[src/ubrm_pkg.sv]
// Package with register map, field layout and modes of the serial baud/timing register block.
package ubrm_pkg;
   localparam logic [7:0] OFF_TX_HOLDING = 8'h1c;
   localparam logic [7:0] OFF_BAUD_DIVIDER = 8'h20;
   localparam logic [7:0] OFF_RX_IDLE_LIMIT = 8'h24;
   localparam logic [7:0] OFF_TX_GAP = 8'h28;
   localparam logic [7:0] OFF_SMARTCARD_RATIO = 8'h40;
   localparam logic [7:0] OFF_CARD_ERROR_COUNT = 8'h44;
   localparam logic [7:0] OFF_INFRARED_FILTER = 8'h4c;
   localparam logic [7:0] OFF_BIPHASE_CODING = 8'h50;
   localparam logic [10:0] RATIO_RESET = 11'h174;
   localparam logic [31:0] BIPHASE_RESET = 32'h30011004;
   localparam int DELIM_BIT = 15;
   localparam int FP_LSB = 16;
   localparam int DRIFT_BIT = 30;
   localparam int RX_POL_BIT = 28;
   localparam int RX_PREAMBLE_PATTERN_LSB = 24;
   localparam int RX_PREAMBLE_LENGTH_LSB = 16;
   localparam int TX_POL_BIT = 12;
   localparam int TX_PREAMBLE_PATTERN_LSB = 8;
   localparam int TX_PREAMBLE_LENGTH_LSB = 0;
   localparam logic [4:0] OVER16 = 5'h10;
   localparam logic [4:0] OVER8 = 5'h08;
   localparam logic [3:0] FRAC_STEPS = 4'h8;
   typedef enum logic [1:0]
   {
      UBRM_MODE_ASYNC = 2'b00,
      UBRM_MODE_SYNC = 2'b01,
      UBRM_MODE_SPI = 2'b10,
      UBRM_MODE_CARD = 2'b11
   } ubrm_mode_type;
   typedef enum logic [1:0]
   {
      UBRM_PRE_ALL_ONE = 2'b00,
      UBRM_PRE_ALL_ZERO = 2'b01,
      UBRM_PRE_ZERO_ONE = 2'b10,
      UBRM_PRE_ONE_ZERO = 2'b11
   } ubrm_pattern_type;
   typedef struct packed
   {
      logic drift_active;
      logic rx_biphase_polarity;
      ubrm_pattern_type rx_preamble_pattern;
      logic [3:0] rx_preamble_length;
      logic tx_biphase_polarity;
      ubrm_pattern_type tx_preamble_pattern;
      logic [3:0] tx_preamble_length;
   } ubrm_biphase_type;
   typedef struct packed
   {
      logic valid;
      logic is_command;
      logic [8:0] tx_character;
   } ubrm_char_type;
endpackage

[src/ubrm_top.sv]
// Baud generator, time-out, timeguard, smart-card and coding registers behind an AHB-Lite slave.
`timescale 1ns/10ps
`default_nettype none
module ubrm_top
(
   input wire logic sys_clk,
   input wire logic sys_rst,
   input wire logic hsel,
   input wire logic [7:0] haddr,
   input wire logic [1:0] htrans,
   input wire logic hwrite,
   input wire logic [2:0] hsize,
   input wire logic [31:0] hwdata,
   input wire logic hready,
   output logic [31:0] hrdata,
   output logic hreadyout,
   output logic hresp,
   input wire ubrm_pkg::ubrm_mode_type mode_select,
   input wire logic oversample_8x,
   input wire logic variable_delimiter_enable,
   input wire logic char_taken,
   input wire logic char_sent,
   input wire logic rx_char_seen,
   input wire logic idle_restart,
   input wire logic card_error,
   output ubrm_pkg::ubrm_char_type tx_char_out,
   output logic tx_holding_free,
   output logic baud_tick,
   output logic rx_timeout,
   output logic tx_gap_active,
   output logic [7:0] infrared_filter,
   output ubrm_pkg::ubrm_biphase_type biphase_cfg
);
   logic [2:0] fraction_part;
   logic [15:0] clock_divisor;
   logic [15:0] rx_idle_limit;
   logic [7:0] tx_gap_value;
   logic [10:0] card_clock_ratio;
   logic [7:0] card_error_count;
   logic [31:0] biphase_coding;
   logic ph_write;
   logic ph_read;
   logic [7:0] ph_addr;
   logic [31:0] next_rdata;
   logic [31:0] prescale;
   logic [31:0] pre_count;
   logic [3:0] frac_acc;
   logic [15:0] div_count;
   logic pre_tick;
   logic frac_hold;
   logic [15:0] idle_count;
   logic idle_armed;
   logic [7:0] gap_count;

   // Count a saturating value down by one.
   function automatic logic [15:0] dec16(input logic [15:0] v);
      dec16 = (v == 16'h0000) ? 16'h0000 : v - 16'h0001;
   endfunction

   assign hreadyout = 1'b1;
   assign hresp = 1'b0;

   // Address phase captured; writes land in the data phase.
   always_ff @(posedge sys_clk)
   begin
      if (sys_rst)
      begin
         ph_write <= 1'b0;
         ph_read <= 1'b0;
         ph_addr <= 8'h00;
      end
      else if (hready)
      begin
         ph_write <= hsel && htrans[1] && hwrite;
         ph_read <= hsel && htrans[1] && !hwrite;
         ph_addr <= haddr;
      end
   end

   always_comb
   begin
      next_rdata = 32'h00000000;
      unique case (ph_addr)
         ubrm_pkg::OFF_BAUD_DIVIDER: next_rdata = {13'h0000, fraction_part, clock_divisor};
         ubrm_pkg::OFF_RX_IDLE_LIMIT: next_rdata = {16'h0000, rx_idle_limit};
         ubrm_pkg::OFF_TX_GAP: next_rdata = {24'h000000, tx_gap_value};
         ubrm_pkg::OFF_SMARTCARD_RATIO: next_rdata = {21'h000000, card_clock_ratio};
         ubrm_pkg::OFF_CARD_ERROR_COUNT: next_rdata = {24'h000000, card_error_count};
         ubrm_pkg::OFF_INFRARED_FILTER: next_rdata = {24'h000000, infrared_filter};
         ubrm_pkg::OFF_BIPHASE_CODING: next_rdata = biphase_coding;
         default: next_rdata = 32'h00000000;
      endcase
   end

   // Read data is combinational from the held address so it stands in the data phase.
   assign hrdata = ph_read ? next_rdata : 32'h00000000;

   always_ff @(posedge sys_clk)
   begin
      if (sys_rst)
      begin
         fraction_part <= 3'h0;
         clock_divisor <= 16'h0000;
         rx_idle_limit <= 16'h0000;
         tx_gap_value <= 8'h00;
         card_clock_ratio <= ubrm_pkg::RATIO_RESET;
         infrared_filter <= 8'h00;
         biphase_coding <= ubrm_pkg::BIPHASE_RESET;
      end
      else if (ph_write)
      begin
         unique case (ph_addr)
            ubrm_pkg::OFF_BAUD_DIVIDER:
            begin
               fraction_part <= hwdata[ubrm_pkg::FP_LSB +: 3];
               clock_divisor <= hwdata[15:0];
            end
            ubrm_pkg::OFF_RX_IDLE_LIMIT: rx_idle_limit <= hwdata[15:0];
            ubrm_pkg::OFF_TX_GAP: tx_gap_value <= hwdata[7:0];
            ubrm_pkg::OFF_SMARTCARD_RATIO: card_clock_ratio <= hwdata[10:0];
            ubrm_pkg::OFF_INFRARED_FILTER: infrared_filter <= hwdata[7:0];
            ubrm_pkg::OFF_BIPHASE_CODING: biphase_coding <= hwdata & 32'h530f130f;
            default: ;
         endcase
      end
   end

   // Holding register: a new write replaces a character that has not been taken yet.
   always_ff @(posedge sys_clk)
   begin
      if (sys_rst)
      begin
         tx_char_out <= '0;
      end
      else if (ph_write && ph_addr == ubrm_pkg::OFF_TX_HOLDING)
      begin
         tx_char_out.valid <= 1'b1;
         tx_char_out.tx_character <= hwdata[8:0];
         tx_char_out.is_command <= variable_delimiter_enable && hwdata[ubrm_pkg::DELIM_BIT];
      end
      else if (char_taken)
      begin
         tx_char_out.valid <= 1'b0;
      end
   end
   assign tx_holding_free = !tx_char_out.valid;

   // Error counter: an error in the read cycle is kept as a count of one.
   always_ff @(posedge sys_clk)
   begin
      if (sys_rst)
      begin
         card_error_count <= 8'h00;
      end
      else if (ph_read && ph_addr == ubrm_pkg::OFF_CARD_ERROR_COUNT)
      begin
         card_error_count <= {7'h00, card_error};
      end
      else if (card_error && card_error_count != 8'hff)
      begin
         card_error_count <= card_error_count + 8'h01;
      end
   end

   // Prescale by oversampling or card ratio ahead of the divisor.
   always_comb
   begin
      unique case (mode_select)
         ubrm_pkg::UBRM_MODE_ASYNC: prescale = oversample_8x ? {27'h0, ubrm_pkg::OVER8} : {27'h0, ubrm_pkg::OVER16};
         ubrm_pkg::UBRM_MODE_CARD: prescale = {21'h0, card_clock_ratio};
         default: prescale = 32'h00000001;
      endcase
   end

   // The fraction stretches one prescaled step on fraction_part of every eight divisor passes, giving eighths on average.
   always_ff @(posedge sys_clk)
   begin
      if (sys_rst || clock_divisor == 16'h0000 || prescale == 32'h0)
      begin
         pre_count <= 32'h0;
         pre_tick <= 1'b0;
      end
      else if (pre_count + 32'h1 >= prescale)
      begin
         pre_count <= 32'h0;
         pre_tick <= 1'b1;
      end
      else
      begin
         pre_count <= pre_count + 32'h1;
         pre_tick <= 1'b0;
      end
   end

   always_ff @(posedge sys_clk)
   begin
      if (sys_rst || clock_divisor == 16'h0000 || prescale == 32'h0)
      begin
         div_count <= 16'h0000;
         frac_acc <= 4'h0;
         frac_hold <= 1'b0;
         baud_tick <= 1'b0;
      end
      else if (pre_tick && frac_hold)
      begin
         frac_hold <= 1'b0;
         baud_tick <= 1'b0;
      end
      else if (pre_tick && div_count + 16'h0001 >= clock_divisor)
      begin
         div_count <= 16'h0000;
         baud_tick <= 1'b1;
         if (frac_acc + {1'b0, fraction_part} >= ubrm_pkg::FRAC_STEPS)
         begin
            frac_acc <= frac_acc + {1'b0, fraction_part} - ubrm_pkg::FRAC_STEPS;
            frac_hold <= 1'b1;
         end
         else
         begin
            frac_acc <= frac_acc + {1'b0, fraction_part};
         end
      end
      else
      begin
         if (pre_tick)
         begin
            div_count <= div_count + 16'h0001;
         end
         baud_tick <= 1'b0;
      end
   end

   // Time-out counts bit periods after the last received character.
   always_ff @(posedge sys_clk)
   begin
      if (sys_rst || rx_idle_limit == 16'h0000)
      begin
         idle_count <= 16'h0000;
         idle_armed <= 1'b0;
         rx_timeout <= 1'b0;
      end
      else if (rx_char_seen || idle_restart)
      begin
         idle_count <= rx_idle_limit;
         idle_armed <= 1'b1;
         rx_timeout <= 1'b0;
      end
      else if (idle_armed && baud_tick)
      begin
         idle_count <= dec16(idle_count);
         if (idle_count == 16'h0001)
         begin
            rx_timeout <= 1'b1;
            idle_armed <= 1'b0;
         end
      end
   end

   // Timeguard holds the transmitter idle for the programmed bit periods.
   always_ff @(posedge sys_clk)
   begin
      if (sys_rst || tx_gap_value == 8'h00)
      begin
         gap_count <= 8'h00;
      end
      else if (char_sent)
      begin
         gap_count <= tx_gap_value;
      end
      else if (baud_tick && gap_count != 8'h00)
      begin
         gap_count <= gap_count - 8'h01;
      end
   end
   assign tx_gap_active = gap_count != 8'h00;

   always_comb
   begin
      biphase_cfg.drift_active = biphase_coding[ubrm_pkg::DRIFT_BIT] && mode_select == ubrm_pkg::UBRM_MODE_ASYNC
         && !oversample_8x;
      biphase_cfg.rx_biphase_polarity = biphase_coding[ubrm_pkg::RX_POL_BIT];
      biphase_cfg.rx_preamble_pattern = ubrm_pkg::ubrm_pattern_type'(biphase_coding[ubrm_pkg::RX_PREAMBLE_PATTERN_LSB +: 2]);
      biphase_cfg.rx_preamble_length = biphase_coding[ubrm_pkg::RX_PREAMBLE_LENGTH_LSB +: 4];
      biphase_cfg.tx_biphase_polarity = biphase_coding[ubrm_pkg::TX_POL_BIT];
      biphase_cfg.tx_preamble_pattern = ubrm_pkg::ubrm_pattern_type'(biphase_coding[ubrm_pkg::TX_PREAMBLE_PATTERN_LSB +: 2]);
      biphase_cfg.tx_preamble_length = biphase_coding[ubrm_pkg::TX_PREAMBLE_LENGTH_LSB +: 4];
   end
endmodule
`default_nettype wire

[config.mk]
export PLATFORM = sky130hd
export DESIGN_NAME = ubrm_top
export DESIGN_NICKNAME = d
export VERILOG_FILES = /design/src/ubrm_pkg.sv /design/src/ubrm_top.sv
export SDC_FILE = /design/constraint.sdc
export NUM_CORES = 1
export LEC_CHECK = 0
export BUFFER_PORTS_ARGS = -buffer_cell sky130_fd_sc_hd__buf_2
export CAP_MARGIN = 40
export CELL_PAD_IN_SITES_DETAIL_PLACEMENT = 1
export CELL_PAD_IN_SITES_GLOBAL_PLACEMENT = 2
export CORE_ASPECT_RATIO = 1.1
export CORE_MARGIN = 3
export CORE_UTILIZATION = 25
export CTS_CLUSTER_SIZE = 40
export DETAILED_ROUTE_END_ITERATION = 6
export GPL_TIMING_DRIVEN = 0
export PLACE_DENSITY_LB_ADDON = 0.12
export SYNTH_ARGS = -nofsm -noshare
export SYNTH_HDL_FRONTEND = slang
export SYNTH_SLANG_ARGS = --single-unit
[constraint.sdc]
create_clock -name sys_clk -period 4.2 [get_ports sys_clk]
set_input_delay 0.21 -clock sys_clk [delete_from_list [all_inputs] [get_ports sys_clk]]
set_output_delay 0.21 -clock sys_clk [all_outputs]
set_load 0.01 [all_outputs]
Word-level counts from Yosys, hierarchy flattened
Index checks and enable logic that the tools add are counted.
{"block": "op_classes", "n_mux": 21, "magnitude_cmp": 3, "n_addsub": 7, "n_eq_ne": 11, "n_bitwise": 1, "reduce_logical": 49}
{"operator": "one-hot mux 31 bit (7 select lines)", "count": 1}
{"operator": "2-to-1 mux 16 bit", "count": 5}
{"operator": "zero test 16 bit", "count": 3}
{"operator": "adder 32 x 1 -> 32 bit, second input constant", "count": 1}
{"operator": "== test 8 x 7 -> 1 bit, second input constant", "count": 4}
{"operator": "greater-or-equal comparator 32 bit", "count": 1}
{"operator": "zero test 32 bit", "count": 1}
{"operator": "2-to-1 mux 32 bit", "count": 1}
{"operator": "== test 8 x 6 -> 1 bit, second input constant", "count": 3}
{"operator": "one-hot mux 11 bit (2 select lines)", "count": 1}
{"operator": "AND reduction 2 bit", "count": 11}
{"operator": "adder 16 x 1 -> 16 bit, second input constant", "count": 1}
{"operator": "== test 16 x 1 -> 1 bit, second input constant", "count": 1}
{"operator": "greater-or-equal comparator 16 bit", "count": 1}
{"operator": "2-to-1 mux 8 bit", "count": 2}
{"operator": "subtractor 16 x 1 -> 16 bit, second input constant", "count": 1}
{"operator": "logical AND 1 bit", "count": 13}
{"operator": "nonzero test 2 bit", "count": 6}
{"operator": "2-to-1 mux 1 bit", "count": 9}
{"operator": "adder 8 x 1 -> 8 bit, second input constant", "count": 1}
{"operator": "== test 8 x 5 -> 1 bit, second input constant", "count": 1}
{"operator": "zero test 8 bit", "count": 1}
{"operator": "inequality test 8 bit, second input constant", "count": 1}
{"operator": "nonzero test 8 bit", "count": 1}
{"operator": "other kinds (12)", "count": 21}
{"block": "totals", "word_cells": 117, "output_inout_bits": 72, "inputBits": 59, "ff_bits": 188}

Depth between registers and ports, before layout
{"block": "logic_depth", "depth_word": 5, "mapped_depth": 13}

Worst setup path before layout
No wires, ideal clock.
{"block": "synth_path", "path_kind": "register to register", "startpoint": "register div_count[0]", "endpoint": "register div_count[11]", "stages_incl_launch_ff": 13, "setup_time_ns": 0.074, "path_slack_ns": 0.756, "t_arrival_ns": 3.370, "synth_period_minus_slack_ns": 3.444, "path_buffers": 1, "required_ns": 4.126, "cell_sequence": "dfxtp_1 -> ha_1 -> nand3_1 -> nor3_1 -> nand3_1 -> xnor2_1 -> ha_1 -> or4_1 -> a31o_1 -> a211o_1 -> buf_6 -> or4_1 -> a31oi_1"}
{"block": "synth_via", "elab_chain_len": 5, "elab_cells_between_ends": 7}
{"element": "start: declaration", "line_no": "ubrm_top.sv:48", "source": "logic [15:0] div_count;"}
{"element": "start signal: assignment", "line_no": "ubrm_top.sv:227", "source": "div_count <= div_count + 16'h0001;"}
{"element": "adder 16 x 1 -> 16 bit (*)", "line_no": "ubrm_top.sv:209, ubrm_top.sv:227"}
{"element": "greater-or-equal comparator 16 bit", "line_no": "ubrm_top.sv:209", "source": "else if (pre_tick && div_count + 16'h0001 >= clock_divisor)"}
{"element": "logical AND 1 bit", "line_no": "ubrm_top.sv:209"}
{"element": "nonzero test 2 bit (no line)"}
{"element": "AND reduction 2 bit (no line)"}
Mark *: on every way between the ends. The rest lies on a longest branch, timed or not. The select of a mux whose other input is x is not followed.
A chain may end at the register's enable or synchronous reset.

Worst setup path in the final report
{"block": "layout_path", "startpoint": "register div_count[0]", "endpoint": "register div_count[8]"}
The elaborated chain is that of the path after synthesis.

==> metrics.yaml <==
status:
  status: "complete, no violations"
synth:
  synth-seq-cells: 188
  syn_area_um2: 9660
  syn_area_per_cell_um2: 8.12
  synth_edf_count: 0
  synthArstFlopShare: 0
  yosysWarnings: 0
  synth.distinct_cells: 68
  yosys-top-cells-area: "dfxtp_1 (39%), nand2_1 (8.3%), a21oi_1 (5.8%)"
  synth_ff_type: "dfxtp_1"
  synth_seq_area_share: 0.390
  synth_top_area_share: 0.390
  synth_top_area_cell: "dfxtp_1"
  synthCells: 1189
finish:
  fillCellCount: 4592
  diodes: 0
  layout.nets: 1462
  final_cells: 1870
  drive_gt1_frac: 0.134
  area_delta_synth_final_pct: 21.2
worst_setup_path:
  crit_type: "flop to flop"
  crit_arrival_ns: 4.30
  r2r_slack_ns: 0.28
  cpPeakStageDelay_ns: 0.46
  required_ns: 4.58
  cp_slowest_cell: "or4_1"
  crit_fanout: 10
  crit_path_end_kind: "flop"
  start_kind: "flop"
  crit_chain: "ha_1 -> nand3_1 -> nor3_2 -> nand3_1 -> xnor2_1 -> ha_1 -> or4_1 -> a31o_1 -> a211o_1 -> buf_6 -> or4_1 -> a31oi_1"
clock_network:
  root_buffer: "clkbuf_16"
  post-cts-setup-buffers: 0
  clock_latency_ns: 0.46
  cts_tree: "built"
  clock-sinks: 188
  clk_path_buf_depth: 2
  htreeDepth: 4
  cts_buffers: 17
  clkTransAtPathRegs_ns: 0.07
routing:
  num_vias: 9219
  route.detailed.drc: 0
  wl_um: 36900
  drt_pass1_iterations: 5
  drtIter0Drc: 430
  ant_nets: 0
  viasPerCell: 4.93
  wire_per_inst_um: 19.7
sta:
  setup_viol: 0
  max_slew_margin: 0.428
  hold_slack_ns: 0.0409
  timing.final.crit_share: 0.934
  finClkSkew_ns: 0.0127
  fin_ws_ns: 0.279
  finalMaxSlewViolations: 0
  finalHoldViolations: 0
  max_clock_freq_ghz: 0.255
  finalCriticalPeriod_ns: 3.92
  tightest_slew_ns: 0.850
global_route:
  grt_util_all_layers: 0.178
  grt_overflow: 0
  grt_antenna_before_repair: 0
  grt_max_degree: 17
  grt_pass1_wl_um: 56800
  grt_pass1_vias: 9392
placed_design:
  post-dp-hpwl_um: 28000
  place.gp.congestion: 0.804
  numPlacedInstances: 1820
  port_buffers: 108
  dpl_worst_slack_ns: -0.0688
die:
  dieArea_um2: 41000
  num_rows: 74
  die_h_um: 212
  core_um2: 37600
  chipWidth_um: 193
  start_util: 0.257
  pin_count: 131
flow_run:
  max_cap_violations: 0
power_and_ir_drop:
  leakage_nw: 4.53
  powerDensity_nw_per_um2: 315
  vdd_drop_max_mv: 0.298
min_path:
  hold_path.class: "input port to flop"
-- cells by family (layout without fill, tap and decap cells) --
kind of cell / after synthesis / after routing / share of synthesized area
other cells: 2 / 30 / 0.000778
compound gates: 249 / 249 / 0.166
buf+inv: 120 / 279 / 0.0571
simple gates: 511 / 511 / 0.259
flops: 188 / 188 / 0.390
xor+xnor: 51 / 51 / 0.0463
mux: 28 / 28 / 0.0290
fa+ha+maj: 40 / 40 / 0.0526
-- final timing paths --
check,from,end,cells after the start
setup / recovery,div_count[0],div_count[8],12
hold / removal,hwdata[30],biphase_coding[30],3
hold reg to reg,biphase_coding[29],biphase_coding[29],1
setup reg to reg,div_count[0],div_count[8],12
-- Yosys cell counts, drive strengths merged, types with 25 or more instances --
master / instances
buf: 34
nor4: 36
xnor2: 25
a22oi: 37
clkbuf: 50
ha: 39
xor2: 26
nand2: 214
inv: 36
nand3: 47
nor2: 77
and3: 27
dfxtp: 188
a21oi: 111
mux2i: 28
-- through the flow --
| step | instance area (µm²) | total power [W] | TNS (ns) | utilization |
|---|---|---|---|---|
| 6_report | 11700 | 0.00369 | 0 | 0.311 |
| 5_1_grt | 11700 | 0.00383 | -0.00167 | 0.311 |
| 4_1_cts | 11700 | 0.00375 | 0 | 0.311 |
| 3_5_place_dp | 10900 | 0.00206 | -0.598 | 0.291 |
| 3_3_place_gp | 10900 | 0.00206 | 0 | 0.290 |
| 2_1_floorplan | 9760 | 0.00196 | 0 | - |
-- state kept, by name (all words and copies together), names as in the netlist, 3 cells and up --
name / flops
biphase_coding: 16
card_clock_ratio: 11
card_error_count: 8
clock_divisor: 16
div_count: 16
frac_acc: 4
fraction_part: 3
gap_count: 8
idle_count: 16
infrared_filter: 8
ph_addr: 8
pre_count: 32
rx_idle_limit: 16
tx_char_out: 11
tx_gap_value: 8
-- worst max-delay path, delay by kind of cell, from the launching register on --
| family | cells | cell delay, ns |
|---|---|---|
| adders and majority gates | 2 | 0.55 |
| DFF | 1 | 0.41 |
| buffers and inverters | 1 | 0.15 |
| and+or+nand+nor | 5 | 1.68 |
| xor gates and xnor gates | 1 | 0.29 |
| AOI/OAI and AO/OA | 3 | 0.75 |
-- area by class of cell --
| cell class | instances | area (µm²) | area share |
|---|---|---|---|
| Multi-Input combinational cell | 909 | 5460 | 0.467 |
| Sequential cell | 188 | 3760 | 0.322 |
| Timing Repair Buffer | 127 | 726 | 0.0620 |
| Tap cell | 494 | 618 | 0.0528 |
| Clock buffer | 19 | 433 | 0.0370 |
| Buffer | 84 | 417 | 0.0356 |
| Clock inverter | 13 | 144 | 0.0123 |
| Inverter | 36 | 135 | 0.0115 |
-- placed cells by master, fill, tap and decap left out, types with 5 or more instances in the layout --
master and instances:
inv_1 36, o21ai_1 11, nand3b_1 11, nor2b_1 6, dlygate4sd3_1 18, a21o_1 7
or3_1 5, nor4b_1 5, and2_1 7, and3_1 27, nor2_1 76, or4_1 10
o21ai_0 10, nor4_1 33, ha_1 39, clkbuf_1 52, a22oi_1 37, nand4b_1 5
nand2_1 214, buf_2 115, a222oi_1 8, a21oi_1 111, nand4_1 18, xnor2_1 25
xor2_1 26, clkbuf_16 17, nand2b_1 9, mux2i_1 28, nor3_1 14, dfxtp_1 188
conb_1 30, nand3_1 47, and4_1 7, buf_4 23, a31oi_1 20
-- layer usage --
| metal | wire length (µm) | part of all wire | GRT usage |
|---|---|---|---|
| met3 | 1020 | 0.028 | 0.0236 |
| met4 | 724 | 0.020 | 0.0556 |
| met2 | 17600 | 0.48 | 0.302 |
| met1 | 17500 | 0.48 | 0.237 |
| met5 | 0 | 0 | 0 |
-- power breakdown --
group / total (W) / leakage (nW) / switching [W] / internal [W]
logic: 0.000206 / 2.73 / 0.000129 / 0.0000765
registers: 0.00182 / 1.52 / 0.0000231 / 0.00180
clock network: 0.00166 / 0.270 / 0.000776 / 0.000881
-- repair_timing --
action / CTS / global route
resized for setup: 1 / 2
pin swaps: 0 / 1
hold endpoints to repair: 22 / 0
hold buffers: 18 / 0
setup endpoints to repair: 10 / 15
(Power assumes the default switching activity.)
